`config.mk`:
```
export PLATFORM = sky130hd
export DESIGN_NAME = hw_config_memory_readout
export DESIGN_NICKNAME = d
export VERILOG_FILES = /design/src/logic/hwcfg_pkg.sv /design/src/logic/hw_config_memory_readout.sv /design/src/logic/config_store_mem.sv
export VERILOG_INCLUDE_DIRS = /design/src /design/src/logic
export SDC_FILE = /design/constraint.sdc
export NUM_CORES = 1
export LEC_CHECK = 0
export BUFFER_PORTS_ARGS = -buffer_cell sky130_fd_sc_hd__buf_2
export CAP_MARGIN = 10
export CORE_ASPECT_RATIO = 0.9
export CORE_MARGIN = 5
export CORE_UTILIZATION = 40
export CTS_BUF_LIST = sky130_fd_sc_hd__clkbuf_16
export DETAILED_ROUTE_END_ITERATION = 7
export HOLD_SLACK_MARGIN = 0.15
export SLEW_MARGIN = 20
export SYNTH_ARGS = -nofsm -noshare
export SYNTH_HDL_FRONTEND = slang
export SYNTH_SLANG_ARGS = --single-unit
```
`constraint.sdc`:
```
create_clock -name i_clk -period 2.66 [get_ports i_clk]
set_clock_uncertainty 0.1 [all_clocks]
set_input_delay 0.266 -clock i_clk [delete_from_list [all_inputs] [get_ports i_clk]]
set_output_delay 0.266 -clock i_clk [all_outputs]
set_load 0.03 [all_outputs]
```
`src/logic/hwcfg_cfg.svh`:
```
`ifndef HWCFG_CFG_SVH
`define HWCFG_CFG_SVH

`define CFG_DEPTH 128
`define CFG_AW 7
`define CFG_PROG_BASE 16'h8000
`define CFG_PROG_TOP 16'h807f
`define CFG_SUPPLY_OFS 7'h7e
`define CFG_SECURITY_OFS 7'h7f
`define SFR_ADDR_REG 8'h93
`define SFR_DATA_REG 8'h94
`define SUPPLY_RESET 8'hff
`define SECURITY_RESET 8'hff
`define FLASH_KB_DEFAULT 8'h20
`define RESET_SECTOR_KB 8'h04
`define SYNC_W 26

`endif

```
`src/logic/hwcfg_pkg.sv`:
```
package hwcfg_pkg;

    typedef struct packed {
        logic program_access_enable;
        logic program_flash_lock;
        logic reset_sector_lock;
        logic boot_rom_enable;
        logic watchdog_reset_select;
        logic data_flash_size_b2;
        logic data_flash_size_b1;
        logic data_flash_size_b0;
    } flash_security_t;

    typedef struct packed {
        logic digital_brownout_level_b1;
        logic digital_brownout_level_b0;
        logic analog_brownout_level_b1;
        logic analog_brownout_level_b0;
        logic analog_brownout_disable;
        logic digital_brownout_disable;
        logic port0_gpio_select;
        logic port23_gpio_select;
    } supply_port_t;

    typedef struct packed {
        logic mode;
        logic we;
        logic [15:0] addr;
        logic [7:0] wdata;
    } prog_bus_t;

    typedef enum logic [1:0] {
        LOAD_SUPPLY = 2'b00,
        LOAD_SECURITY = 2'b01,
        RUN = 2'b10,
        PROG_HOLD = 2'b11
    } load_state_t;

endpackage : hwcfg_pkg

```
`src/logic/hw_config_memory_readout.sv`:
```
`timescale 1ns/1ps
`include "hwcfg_cfg.svh"

module hw_config_memory_readout
    import hwcfg_pkg::*;
#(
    parameter logic [7:0] FLASH_KB = `FLASH_KB_DEFAULT
) (
    input wire logic i_clk,
    input wire logic i_reset_n,
    input wire logic i_prog_mode,
    input wire logic i_prog_we,
    input wire logic [15:0] i_prog_addr,
    input wire logic [7:0] i_prog_wdata,
    input wire logic [7:0] i_sfr_addr,
    input wire logic i_sfr_wr,
    input wire logic i_sfr_rd,
    input wire logic [7:0] i_sfr_wdata,
    output logic o_sfr_hit,
    output logic o_sfr_rvalid,
    output logic [7:0] o_sfr_rdata,
    input wire logic i_wdt_expire,
    output logic o_wdt_irq,
    output logic o_wdt_reset_req,
    input wire logic i_fw_flash_wr,
    input wire logic [15:0] i_fw_flash_addr,
    output logic o_fw_flash_wr_ok,
    output logic o_program_access_enable,
    output logic o_boot_rom_enable,
    output logic [7:0] o_data_flash_kb,
    output logic [7:0] o_prog_flash_kb,
    output logic [1:0] o_digital_brownout_level,
    output logic [1:0] o_analog_brownout_level,
    output logic o_digital_brownout_enable,
    output logic o_analog_brownout_enable,
    output logic o_port0_gpio,
    output logic o_port23_gpio,
    output logic o_ext_strobes_on_p3,
    output logic o_cpu_run
);
    // Programming pins cross into the core clock
    prog_bus_t sync1;
    prog_bus_t sync2;
    logic we_prev;
    prog_bus_t prog_pins;

    assign prog_pins = '{mode: i_prog_mode, we: i_prog_we, addr: i_prog_addr, wdata: i_prog_wdata};

    always_ff @(posedge i_clk or negedge i_reset_n) begin
        if (!i_reset_n) begin
            sync1 <= '0;
            sync2 <= '0;
            we_prev <= 1'b0;
        end else begin
            sync1 <= prog_pins;
            sync2 <= sync1;
            we_prev <= sync2.we;
        end
    end

    // Store write path; address and data held stable by host around the strobe
    logic store_we;
    logic in_window;
    assign in_window = (sync2.addr >= `CFG_PROG_BASE) && (sync2.addr <= `CFG_PROG_TOP);
    assign store_we = sync2.mode && sync2.we && !we_prev && in_window;

    logic [`CFG_AW-1:0] cfg_addr;
    logic [`CFG_AW-1:0] mem_raddr;
    logic [7:0] mem_rdata;
    load_state_t state;
    load_state_t next_state;

    always_comb begin
        case (state)
            LOAD_SUPPLY: mem_raddr = `CFG_SUPPLY_OFS;
            LOAD_SECURITY: mem_raddr = `CFG_SECURITY_OFS;
            default: mem_raddr = cfg_addr;
        endcase
    end

    config_store_mem #(
        .DEPTH(`CFG_DEPTH),
        .WIDTH(8),
        .AW(`CFG_AW)
    ) u_store (
        .i_clk(i_clk),
        .i_we(store_we),
        .i_waddr(sync2.addr[`CFG_AW-1:0]),
        .i_wdata(sync2.wdata),
        .i_raddr(mem_raddr),
        .o_rdata(mem_rdata)
    );

    // Load sequencer: CPU held until both bytes are latched
    flash_security_t security;
    flash_security_t next_security;
    supply_port_t supply;
    supply_port_t next_supply;

    always_comb begin
        next_state = state;
        next_security = security;
        next_supply = supply;
        case (state)
            LOAD_SUPPLY: begin
                next_supply = supply_port_t'(mem_rdata);
                next_state = LOAD_SECURITY;
            end
            LOAD_SECURITY: begin
                next_security = flash_security_t'(mem_rdata);
                next_state = RUN;
            end
            RUN: begin
                if (sync2.mode) begin
                    next_state = PROG_HOLD;
                end
            end
            PROG_HOLD: begin
                // Reload after programming so new bytes take effect
                if (!sync2.mode) begin
                    next_state = LOAD_SUPPLY;
                end
            end
            default: next_state = LOAD_SUPPLY;
        endcase
        if (sync2.mode && state != PROG_HOLD) begin
            next_state = PROG_HOLD;
        end
    end

    always_ff @(posedge i_clk or negedge i_reset_n) begin
        if (!i_reset_n) begin
            state <= LOAD_SUPPLY;
            security <= flash_security_t'(`SECURITY_RESET);
            supply <= supply_port_t'(`SUPPLY_RESET);
        end else begin
            state <= next_state;
            security <= next_security;
            supply <= next_supply;
        end
    end

    assign o_cpu_run = (state == RUN);

    // Special function register slave
    logic next_rvalid;
    logic [7:0] next_rdata;
    logic [`CFG_AW-1:0] next_cfg_addr;

    assign o_sfr_hit = (i_sfr_addr == `SFR_ADDR_REG) || (i_sfr_addr == `SFR_DATA_REG);

    always_comb begin
        next_cfg_addr = cfg_addr;
        next_rvalid = 1'b0;
        next_rdata = o_sfr_rdata;
        // Only the address register is writable; data register ignores writes
        if (i_sfr_wr && i_sfr_addr == `SFR_ADDR_REG) begin
            next_cfg_addr = i_sfr_wdata[`CFG_AW-1:0];
        end
        if (i_sfr_rd && o_sfr_hit) begin
            next_rvalid = 1'b1;
            if (i_sfr_addr == `SFR_ADDR_REG) begin
                next_rdata = {1'b0, cfg_addr};
            end else begin
                next_rdata = mem_rdata;
            end
        end
    end

    always_ff @(posedge i_clk or negedge i_reset_n) begin
        if (!i_reset_n) begin
            cfg_addr <= '0;
            o_sfr_rvalid <= 1'b0;
            o_sfr_rdata <= '0;
        end else begin
            cfg_addr <= next_cfg_addr;
            o_sfr_rvalid <= next_rvalid;
            o_sfr_rdata <= next_rdata;
        end
    end

    // Watchdog action routing
    logic next_wdt_irq;
    logic next_wdt_rst;

    always_comb begin
        next_wdt_irq = i_wdt_expire && o_cpu_run && !security.watchdog_reset_select;
        next_wdt_rst = i_wdt_expire && o_cpu_run && security.watchdog_reset_select;
    end

    always_ff @(posedge i_clk or negedge i_reset_n) begin
        if (!i_reset_n) begin
            o_wdt_irq <= 1'b0;
            o_wdt_reset_req <= 1'b0;
        end else begin
            o_wdt_irq <= next_wdt_irq;
            o_wdt_reset_req <= next_wdt_rst;
        end
    end

    // Flash partition decode
    function automatic logic [7:0] data_kb(input logic [2:0] sel);
        case (sel)
            3'h1: data_kb = 8'h20;
            3'h2: data_kb = 8'h10;
            3'h3: data_kb = 8'h08;
            3'h4: data_kb = 8'h04;
            3'h5: data_kb = 8'h02;
            3'h6: data_kb = 8'h01;
            default: data_kb = 8'h00;
        endcase
    endfunction

    logic [7:0] sel_kb;
    logic [2:0] dsel;
    assign dsel = {security.data_flash_size_b2, security.data_flash_size_b1, security.data_flash_size_b0};
    assign sel_kb = data_kb(dsel);
    assign o_data_flash_kb = (sel_kb > FLASH_KB) ? FLASH_KB : sel_kb;
    assign o_prog_flash_kb = FLASH_KB - o_data_flash_kb;

    // Firmware program-flash write gate; address is offset within program flash
    logic in_reset_sector;
    logic in_prog_region;
    assign in_reset_sector = ({2'h0, i_fw_flash_addr[15:10]} < `RESET_SECTOR_KB);
    assign in_prog_region = ({2'h0, i_fw_flash_addr[15:10]} < o_prog_flash_kb);
    // A 4k program area lies wholly in the reset sector, so the sector lock covers it
    assign o_fw_flash_wr_ok = i_fw_flash_wr && o_cpu_run && in_prog_region
        && !security.program_flash_lock
        && !(security.reset_sector_lock && in_reset_sector);

    assign o_program_access_enable = security.program_access_enable;
    assign o_boot_rom_enable = security.boot_rom_enable;
    assign o_digital_brownout_level = {supply.digital_brownout_level_b1,
        supply.digital_brownout_level_b0};
    assign o_analog_brownout_level = {supply.analog_brownout_level_b1,
        supply.analog_brownout_level_b0};
    assign o_analog_brownout_enable = !supply.analog_brownout_disable;
    assign o_digital_brownout_enable = !supply.digital_brownout_disable;
    assign o_port0_gpio = supply.port0_gpio_select;
    assign o_port23_gpio = supply.port23_gpio_select;
    assign o_ext_strobes_on_p3 = !(supply.port0_gpio_select && supply.port23_gpio_select);

    property p_no_run_write;
        @(posedge i_clk) disable iff (!i_reset_n)
        (o_cpu_run || !sync2.mode) |-> !store_we;
    endproperty
    a_no_run_write: assert property (p_no_run_write) else $error("store written outside programming");

    property p_load_seq;
        @(posedge i_clk) disable iff (!i_reset_n)
        (state == LOAD_SUPPLY && !sync2.mode) |=> (state == LOAD_SECURITY) ##1 (o_cpu_run || $past(sync2.mode));
    endproperty
    a_load_seq: assert property (p_load_seq) else $error("config load sequence broken");

    property p_data_reg_read;
        @(posedge i_clk) disable iff (!i_reset_n)
        (i_sfr_rd && i_sfr_addr == `SFR_DATA_REG && o_cpu_run) |=> o_sfr_rvalid && o_sfr_rdata == $past(mem_rdata);
    endproperty
    a_data_reg_read: assert property (p_data_reg_read) else $error("data register wrong byte");

    property p_addr_reg_range;
        @(posedge i_clk) disable iff (!i_reset_n)
        (i_sfr_wr && i_sfr_addr == `SFR_ADDR_REG) |=> cfg_addr == $past(i_sfr_wdata[6:0]);
    endproperty
    a_addr_reg_range: assert property (p_addr_reg_range) else $error("address register not loaded");

    property p_wdt_irq;
        @(posedge i_clk) disable iff (!i_reset_n)
        (i_wdt_expire && o_cpu_run && !security.watchdog_reset_select) |=> o_wdt_irq && !o_wdt_reset_req;
    endproperty
    a_wdt_irq: assert property (p_wdt_irq) else $error("watchdog interrupt missing");

    property p_wdt_rst;
        @(posedge i_clk) disable iff (!i_reset_n)
        (i_wdt_expire && o_cpu_run && security.watchdog_reset_select) |=> o_wdt_reset_req && !o_wdt_irq;
    endproperty
    a_wdt_rst: assert property (p_wdt_rst) else $error("watchdog reset missing");

    property p_prog_lock;
        @(posedge i_clk) disable iff (!i_reset_n)
        security.program_flash_lock |-> !o_fw_flash_wr_ok;
    endproperty
    a_prog_lock: assert property (p_prog_lock) else $error("locked program flash written");

    property p_sector_lock;
        @(posedge i_clk) disable iff (!i_reset_n)
        (security.reset_sector_lock && i_fw_flash_addr[15:12] == 4'h0) |-> !o_fw_flash_wr_ok;
    endproperty
    a_sector_lock: assert property (p_sector_lock) else $error("reset sector written");

    property p_clamp;
        @(posedge i_clk) disable iff (!i_reset_n)
        (o_data_flash_kb <= FLASH_KB) && (o_prog_flash_kb + o_data_flash_kb == FLASH_KB);
    endproperty
    a_clamp: assert property (p_clamp) else $error("flash partition exceeds part");
endmodule : hw_config_memory_readout

```
`src/logic/config_store_mem.sv`:
```
`timescale 1ns/1ps
module config_store_mem #(
    parameter int DEPTH = 128,
    parameter int WIDTH = 8,
    parameter int AW = 7
) (
    input wire logic i_clk,
    input wire logic i_we,
    input wire logic [AW-1:0] i_waddr,
    input wire logic [WIDTH-1:0] i_wdata,
    input wire logic [AW-1:0] i_raddr,
    output logic [WIDTH-1:0] o_rdata
);
    // Nonvolatile image: no reset, contents survive system reset
    logic [WIDTH-1:0] mem [DEPTH];

    always_ff @(posedge i_clk) begin
        if (i_we) begin
            mem[i_waddr] <= i_wdata;
        end
    end

    assign o_rdata = mem[i_raddr];
endmodule : config_store_mem

```
Word level (Yosys, flattened, before mapping)
Memory sizes are Yosys's and may differ from the RTL's.
Index checks and enable logic that the tools add are counted.
{ "classes": {"reduce_logical": 26, "magnitude_cmp": 5, "add_sub_neg": 1, "n_eq_ne": 14, "muxes": 11} }
{ "ops": {"columns": ["operator", "count"], "rows": [
  ["6-bit case mux with 6 select lines", 1],
  ["8-bit equality test, second input constant", 2],
  ["16-bit >= comparator, second input constant", 1],
  ["16-bit <= comparator, second input constant", 1],
  ["1-bit logical AND", 16],
  ["8-bit 2-to-1 mux", 2],
  ["7-bit case mux with 2 select lines", 1],
  ["3-bit equality test, second input constant", 3],
  ["8-bit by 6-bit > comparator with 1-bit output, second input constant", 1],
  ["6-bit by 8-bit < comparator with 1-bit output", 1],
  ["2-bit case mux with 4 select lines", 1],
  ["6-bit by 8-bit subtractor with 8-bit output, first input constant", 1],
  ["1-bit logical NOT", 7],
  ["3-bit by 2-bit equality test with 1-bit output, second input constant", 2],
  ["6-bit by 3-bit < comparator with 1-bit output, second input constant", 1],
  ["2-bit 2-to-1 mux", 3],
  ["2-bit equality test, second input constant", 2],
  ["3-bit by 1-bit equality test with 1-bit output, second input constant", 1],
  ["1-bit 2-to-1 mux", 3],
  ["3-bit by 1-bit != test with 1-bit output, second input constant", 1],
  ["3-bit != test, second input constant", 1],
  ["2-bit by 1-bit equality test with 1-bit output, second input constant", 1],
  ["2-bit logical NOT", 1],
  ["2-bit != test, second input constant", 1],
  ["2 further kinds", 2]
]} }
{ "word_totals": {"regBits": 89, "input_bits": 64, "n_memories": 1, "ramBits": 1024, "wordCells": 89} }
{ "memory_table": {"columns": ["name", "depth", "width", "read_ports", "rd_ports_with_merged_regs", "wr", "line", "source"], "rows": [
  ["u_store.mem", 128, 8, 1, 0, 1, "config_store_mem.sv:15", "logic [WIDTH-1:0] mem [DEPTH];"]
]} }

Longest topological paths before layout
Gate-level depths: netlist of the first run.
{ "depth": {"depth_word": 9, "ltp_mapped": 13, "depth_no_buf": 11} }

Hierarchy
From an unflattened synthesis of the first run, not the netlist that was laid out.
{ "unflattened": {"cells_unflattened": 1865, "area_unflattened_um2": 42868.6} }
{ "modules_own_cells": {"columns": ["mod", "cells_each", "instances", "seq_area_each_um2", "area_per_inst_um2"], "rows": [
  ["config_store_mem", 1627, 1, 30749.5, 39505.4],
  ["hw_config_memory_readout", 238, 1, 2247.2, 3363.2]
]} }

Worst setup path after synthesis of the first run
Ideal clock, no wire load.
{ "synth_path": {"path_type": "register to output", "from": "register security (netlist bit dsel[2])", "to": "output port o_fw_flash_wr_ok", "required_ns": 2.294, "path_slack_ns": -0.614, "path_stages_with_launch": 12, "t_arrival_ns": 2.908, "path_cell_list": "dfstp_2 > inv_1 > or3_1 > ha_1 > inv_1 > ha_1 > a21o_1 > a21o_1 > a21o_1 > a21o_1 > a21oi_1 > o31a_1"} }
{ "synth_via": {"elab_chain_len": 9, "elab_cells_between_ends": 14, "cone_classes": "add/sub (1); order compare (2); eq/ne (6); mux (2); reduce/logical (3)"} }
{ "synth_rtl": {"columns": ["element", "line", "source"], "rows": [
  ["start: declaration", "hw_config_memory_readout.sv:95", "flash_security_t security;"],
  ["start signal: assignment", "hw_config_memory_readout.sv:134", "security <= flash_security_t'(`SECURITY_RESET);"],
  ["start signal: assignment", "hw_config_memory_readout.sv:138", "security <= next_security;"],
  ["3-bit equality test, or another cell as far along", "hw_config_memory_readout.sv:203", "case (sel)"],
  ["6-bit case mux with 6 select lines (*)", "hw_config_memory_readout.sv:203", null],
  ["8-bit by 6-bit > comparator with 1-bit output", "hw_config_memory_readout.sv:218", "assign o_data_flash_kb = (sel_kb > FLASH_KB) ? FLASH_KB : sel_kb;"],
  ["8-bit 2-to-1 mux (*)", "hw_config_memory_readout.sv:218", null],
  ["6-bit by 8-bit subtractor with 8-bit output (*)", "hw_config_memory_readout.sv:219", "assign o_prog_flash_kb = FLASH_KB - o_data_flash_kb;"],
  ["named net o_prog_flash_kb[1]", "hw_config_memory_readout.sv:31", "output logic [7:0] o_prog_flash_kb,"],
  ["6-bit by 8-bit < comparator with 1-bit output (*)", "hw_config_memory_readout.sv:225", "assign in_prog_region = ({2'h0, i_fw_flash_addr[15:10]} < o_prog_flash_kb);"],
  ["1-bit logical AND (*)", "hw_config_memory_readout.sv:227", "assign o_fw_flash_wr_ok = i_fw_flash_wr && o_cpu_run && in_prog_region"],
  ["1-bit logical AND (*)", "hw_config_memory_readout.sv:228", "&& !security.program_flash_lock"],
  ["1-bit logical AND (*)", "hw_config_memory_readout.sv:229", "&& !(security.reset_sector_lock && in_reset_sector);"],
  ["end: declaration", "hw_config_memory_readout.sv:27", "output logic o_fw_flash_wr_ok,"]
]} }
Mark *: on every way through the listed nets, which the timed path passes. The rest lies on a longest branch.

Worst setup path in the final report of the first run
{ "layout_path": {"from": "register security (netlist bit dsel[2])", "to": "output port o_fw_flash_wr_ok"} }
{ "layout_via": {"elab_chain_len": 9, "elab_cells_between_ends": 14, "cone_classes": "add/sub (1); order compare (2); eq/ne (6); mux (2); reduce/logical (3)"} }
{ "layout_rtl": {"columns": ["element", "line"], "rows": [
  ["3-bit equality test, or another cell as far along", "hw_config_memory_readout.sv:203"],
  ["6-bit case mux with 6 select lines (*)", "hw_config_memory_readout.sv:203"],
  ["8-bit by 6-bit > comparator with 1-bit output", "hw_config_memory_readout.sv:218"],
  ["8-bit 2-to-1 mux (*)", "hw_config_memory_readout.sv:218"],
  ["6-bit by 8-bit subtractor with 8-bit output (*)", "hw_config_memory_readout.sv:219"],
  ["6-bit by 8-bit < comparator with 1-bit output (*)", "hw_config_memory_readout.sv:225"],
  ["1-bit logical AND (*)", "hw_config_memory_readout.sv:227"],
  ["1-bit logical AND (*)", "hw_config_memory_readout.sv:228"],
  ["1-bit logical AND (*)", "hw_config_memory_readout.sv:229"]
]} }
Mark *: on every way between the ends. The rest lies on a longest branch, timed or not.

==> flow_summary.toml, run 1 <==
[grt]
grt_pass1_vias = 26500
grt_overflow = 0
antenna_found_initial = 4
track_usage = 0.209
grt_pass1_wl_um = 182000
grt_max_degree = 117

[run_status]
violations = "negative setup slack"
status = "complete, but fails checks"

[die]
die_area_sq_um = 116000
die_h_um = 324
design.core.area_sq_um = 109000
start_util = 0.402
io_pins = 105
rows = 115
fp.dieW_um = 359

[synth]
synthArstFlopShare = 0.0800
synth_area_sq_um = 43800
synth-seq-cells = 1113
netlist_instances = 2569
synth_warnings = 0
ys_seq_area_frac = 0.753
synth_area_leaders = "edfxtp_1 70%, mux4_2 6.5%, dfrtp_1 4.2%"
synth_edf_count = 1024
netlist_top_cells_count = "1,024 x edfxtp_1, 332 x nand2_1, 159 x nor2_1"
netlist-cell-type-count = 65
synth_most_common_cell = "edfxtp_1"
netlist.area_leader.share = 0.701
syn_area_per_cell_sq_um = 17.1
ys.flop_type = "edfxtp_1"
yosys.area.top_type = "edfxtp_1"

[routing]
drt-initial-drc-count = 3295
totalWireLength_um = 125000
dr_total_vias = 26600
remaining_drc_errors = 0
wl_per_cell_um = 26.5
viasPerCell = 5.62
first_pass_iters = 5
ant_nets = 0

[critical_path]
worstPathMaxFanout = 2
cp-end-kind = "output pin"
worstSetupPathType = "flop to output pin"
worstPathArrival_ps = 3210
worstPathRequired_ps = 2290
startpoint_type = "flop"

[power]
leakagePower_nw = 18.9
p_switching_mw = 16.3
internal_power_mw = 36.4
p_sw_frac = 0.310
power_frac_clock = 0.296
powerDensity_nw_per_um2 = 951
max-vdd-ir-drop_uv = 566
finalPower_mw = 52.7
comb_power_share = 0.329
p_seq_frac = 0.375

[timing]
max_freq_mhz = 279
min_period_over_period = 1.35
setup_viol = 27
relSlewSlack = 0.547
fin_ws_ps = -919
final.min_clock_period_ps = 3580
maxSlewViolCount = 0
worstMarginPinSlew_ps = 679
hold_violations = 0
rsz0062_at_grt = "yes"

[clock_network]
clk_latency_ps = 700
clkSinkCount = 1113
cts_tree = "yes"
clk_pin_slew_worst_paths_ps = 60
numCtsBuffers = 111
root_buffer = "clkbuf_16"
h-tree-depth = 3
cts_buffer_depth = 3

[placed_design]
gp_congestion = 0.888
place_ws_ps = -829
dp_hpwl_um = 80000
placed_cells = 4393
portBuffers = 91

[hold_path]
hold_path_class = "input port to flop"

[layout]
fillers = 8920
post-route-util = 0.508
finalNonFillerCells = 4724
drive_above_1_share = 0.339
area_growth_pct = 26.4
nets = 3243

[job]
maxCapViolCount = 0
==> cell usage in the layout, fill, tap and decap left out, types with 63 or more instances in the layout <==
cell type | synthesis | final
buf_2 | 30 | 85
buf_4 | 24 | 362
clkbuf_16 | 0 | 118
dfrtp_1 | 73 | 64
dlygate4sd3_1 | 0 | 65
edfxtp_1 | 1024 | 1024
mux2i_1 | 68 | 63
mux4_2 | 126 | 126
nand2_1 | 332 | 329
nand3_1 | 99 | 86
nor2_1 | 159 | 147
==> worst max-delay path, stage by stage, from the launching register on <==
cell and delay [ps]:
dfstp_2 540, inv_2 40, or3_4 400, ha_4 280, inv_2 40, ha_4 200
a21o_1 170, a21o_1 150, a21o_1 150, a21o_1 160, a21oi_2 120, o31a_1 150
buf_6 140
==> cells by family after synthesis <==
family | count (synthesis) | synth area share
DFF | 1113 | 0.753
and+or+nand+nor | 721 | 0.0754
AOI/OAI and AO/OA | 287 | 0.0485
muxes | 265 | 0.0986
buffers and inverters | 169 | 0.0210
adders and majority gates | 12 | 0.00342
other | 1 | 0.0000855
xor gates and xnor gates | 1 | 0.000200
==> power by group through the flow <==
stage / clock network [mW] / registers [mW] / logic, mW
5_1_grt: 16.6 / 19.8 / 18.2
3_5_place_dp: 0 / 20.1 / 13.8
2_1_floorplan: 0 / 20.2 / 8.02
4_1_cts: 15.9 / 19.7 / 16.6
3_3_place_gp: 0 / 20.1 / 13.6
6_report: 15.6 / 19.7 / 17.4
==> repair_timing <==
item,4_1_cts,5_1_grt
endpoints found under the setup margin,33,378
hold buffers,66,0
pin swaps,91,72
cloned,13,3
gates resized for setup,186,72
buffers inserted,33,15
endpoints found under the hold margin,132,0
==> per-layer routing <==
metal / GRT usage / vias up / routed length, um / part of all wire
met2: 0.336 / 1269 / 59100 / 0.47
met1: 0.298 / 13700 / 51800 / 0.41
met3: 0.0377 / 201 / 11000 / 0.088
met4: 0.0561 / 8 / 3010 / 0.024
met5: 0 / - / 52 / 0.00042
li1: - / 11400 / - / -
==> per-stage QoR <==
| step | hold slack (ps) | setup TNS, ps | instance area [sq um] |
|---|---|---|---|
| 6_report | 204 | -13950 | 55400 |
| 5_1_grt | 201 | -14930 | 55400 |
| 4_1_cts | 151 | -11770 | 55000 |
| 3_5_place_dp | 169 | -14580 | 49200 |
| 3_3_place_gp | 168 | -13730 | 49200 |
| 2_1_floorplan | -130 | -325 | 43900 |
==> registers in the layout, summed over array words and instances (netlist names) <==
name / cells
we_prev: 1
o_wdt_reset_req: 1
sync1: 26
state: 2
security: 3
u_store.mem: 1024
supply: 2
o_sfr_rdata: 8
o_wdt_irq: 1
o_boot_rom_enable: 1
cfg_addr: 7
o_program_access_enable: 1
o_port0_gpio: 1
sync2: 26
o_digital_brownout_level: 2
o_analog_brownout_level: 2
o_port23_gpio: 1
o_sfr_rvalid: 1
dsel: 3
==> area by class of cell <==
| class | instances | area, sq um | share of cell area |
|---|---|---|---|
| multi-input cells | 1288 | 10800 | 0.196 |
| flip-flops and latches | 1113 | 33000 | 0.596 |
| clock inverters | 92 | 764 | 0.0138 |
| clock buffers | 115 | 2880 | 0.0519 |
| well taps | 1462 | 1830 | 0.0330 |
| inverters | 18 | 70.1 | 0.00126 |
| diodes | 1 | 2.50 | 0.0000451 |
| repair buffers | 635 | 6020 | 0.109 |
==> worst paths after layout <==
check	endpoint	cells after the start	start	slack [ps]
worst min register to register	sync2[6]$_DFF_PN0_	0	sync1[6]$_DFF_PN0_	240
worst min-delay path	cfg_addr[5]$_DFFE_PN0P_	3	i_sfr_wr	200
worst max-delay path	o_fw_flash_wr_ok	12	dsel[2]$_DFFE_PN1P_	-920
min in group asynchronous	o_digital_brownout_level[0]$_DFFE_PN1P_	3	i_reset_n	710
worst max register to register	supply[3]$_DFFE_PN1P_	14	state[0]$_DFFE_PN0P_	-630
max in group asynchronous	sync2[7]$_DFF_PN0_	4	i_reset_n	1390
Note: power is estimated with default switching activity, not from simulation.
==> inputs of run 2 (changes only) <==
- MAX_ROUTING_LAYER: not set -> met4
==> run 2 against run 1 <==
  * The flow still finishes with violations (negative setup slack)
  * Sequential power hardly changed
  * Routed wire length rose by 0.76%
  * Critical path depth did not move
  * Worst hold slack better by 18 ps
  * Clock-buffer cell count unchanged
  * Die area stayed put
  * Utilization is 0.072 points lower
  * Total power about the same
  * Global-route usage is 0.81 points higher
  * Design area fell by 0.14%
  * Setup slack got worse by 39 ps
  * Critical endpoint unchanged
  * Highest routed layer is now met4
==> flow_summary.toml, run 2 (synthesis results as in run 1) <==
[die]
die_area_sq_um = 116000
io_pins = 105
die_h_um = 324
rows = 115
start_util = 0.402
design.core.area_sq_um = 109000
fp.dieW_um = 359

[timing]
final.min_clock_period_ps = 3620
fin_ws_ps = -958
maxSlewViolCount = 0
relSlewSlack = 0.470
setup_viol = 31
hold_violations = 0
worstMarginPinSlew_ps = 795
hold_ws_ps = 222
rsz0062_at_grt = "yes"
max_freq_mhz = 276
min_period_over_period = 1.36

[clock_network]
cts_buffer_depth = 3
clk_latency_ps = 710
root_buffer = "clkbuf_16"
clkSinkCount = 1113
h-tree-depth = 3
cts_tree = "yes"
numCtsBuffers = 110
clk_pin_slew_worst_paths_ps = 60

[layout]
fillers = 8898
post-route-util = 0.508
multi_input_area_sq_um = 10700
diodes = 0
drive_above_1_share = 0.340
most-common-layout-cells = "1,024 x edfxtp_1, 382 x buf_4, 321 x nand2_1"
regMostFlops = "u_store.mem"
largest_reg_flops = 1024
area_growth_pct = 26.3
nets = 3264
final_common_cell = "edfxtp_1"
register_area_sq_um = 33000
largest_registers = "u_store.mem: 1024 flops, sync1: 26 flops, sync2: 26 flops"

[critical_path]
startpoint_type = "flop"
worstPathArrival_ps = 3250
cp-end-kind = "output pin"
cp_slowest_cell = "dfstp_2"
worstPathRequired_ps = 2290
crit_chain = "inv_2 > or3_4 > ha_4 > inv_2 > ha_4 > a21o_1 > a21o_1 > a21o_1 > a21o_1 > a21oi_2 > o31a_1 > buf_6"
worstPathMaxFanout = 2
slowest_delay_ps = 550
worstSetupPathType = "flop to output pin"
crit_top_cell = "a21o_1"

[grt]
antenna_found_initial = 3
grt_pass1_vias = 26700
track_usage = 0.217
grt_overflow = 0
grt_max_degree = 129
grt_pass1_wl_um = 183000

[hold_path]
hold_path_class = "input port to flop"

[power]
max-vdd-ir-drop_uv = 768
p_seq_frac = 0.374
comb_power_share = 0.335
finalPower_mw = 52.7
p_switching_mw = 16.4
powerDensity_nw_per_um2 = 952
power_frac_clock = 0.290
internal_power_mw = 36.3
p_sw_frac = 0.311
leakagePower_nw = 18.9

[routing]
dr_total_vias = 26800
ant_nets = 0
first_pass_iters = 8
totalWireLength_um = 126000
wl_per_cell_um = 26.5
viasPerCell = 5.64
remaining_drc_errors = 0
drt-initial-drc-count = 3289

[placed_design]
dp_hpwl_um = 79600
gp_congestion = 0.880
portBuffers = 91

[run_status]
violations = "negative setup slack"
status = "complete, but fails checks"

[job]
maxCapViolCount = 0
[run 2: cell types whose count changed in the layout (fill, tap and decap cells not counted), moves of 7 or more]
cell     before  now
buf_12       61   53
nand2_2       3   10
nand3_1      86   94
nand2_1     329  321
buf_6        40   48
buf_4       362  382
[run 2: metal layers]
metal	wire, um	track usage	up-vias
met5	0	-	-
met4	2980	0.0550	0
met3	10500	0.0336	181
met2	59000	0.336	1275
met1	53400	0.307	13900
li1	-	-	11400
[run 2: cell type report]
type	instances	share of cell area
inverters	18	0.00131
repair buffers	656	0.111
clock inverters	93	0.0130
well taps	1462	0.0330
clock buffers	115	0.0520
flip-flops and latches	1113	0.597
multi-input cells	1289	0.193
[run 2: worst max-delay path, delay by kind of cell, from the launching register on]
kind                       cells  cell delay (ps)
buffers and inverters          3              220
adders and majority gates      2              490
DFF                            1              550
AOI/OAI and AO/OA              6              920
and+or+nand+nor                1              400
[run 2: what timing repair did]
action,CTS,global route
gates resized for setup,187,83
cloned,12,4
hold endpoints to repair,133,0
setup buffers,47,17
endpoints found under the setup margin,46,330
pin swaps,70,61
hold buffers,65,0
[run 2: metrics by stage]
step           instances  setup slack (ps)  area (sq um)  TNS, ps
6_report            4746              -958         55400   -12910
3_3_place_gp        4406              -602         49200   -12990
3_5_place_dp        4406              -660         49200   -14190
2_1_floorplan       2570              -325         43900     -325
4_1_cts             4736              -987         55000   -12880
5_1_grt             4746             -1060         55400   -14450
[run 2: path summary, 6_finish.rpt]
kind / start / end / slack, ps / cells after the start
worst max-delay path: dsel[1]$_DFFE_PN1P_ / o_fw_flash_wr_ok / -960 / 12
worst min-delay path: i_sfr_addr[7] / o_sfr_rdata[6]$_DFFE_PN0P_ / 220 / 8
worst max register to register: state[0]$_DFFE_PN0P_ / o_analog_brownout_level[0]$_DFFE_PN1P_ / -590 / 14
worst min register to register: sync1[21]$_DFF_PN0_ / sync2[21]$_DFF_PN0_ / 240 / 0
max in group asynchronous: i_reset_n / sync2[7]$_DFF_PN0_ / 1460 / 4
min in group asynchronous: i_reset_n / o_wdt_irq$_DFF_PN0_ / 520 / 4
[run 2: power groups by stage]
stage | clock network (mW) | logic [mW] | registers (mW)
2_1_floorplan | 0 | 8.02 | 20.2
3_3_place_gp | 0 | 13.9 | 20.1
3_5_place_dp | 0 | 14.1 | 20.1
4_1_cts | 15.6 | 17.0 | 19.7
5_1_grt | 16.3 | 18.5 | 19.7
6_report | 15.3 | 17.7 | 19.7
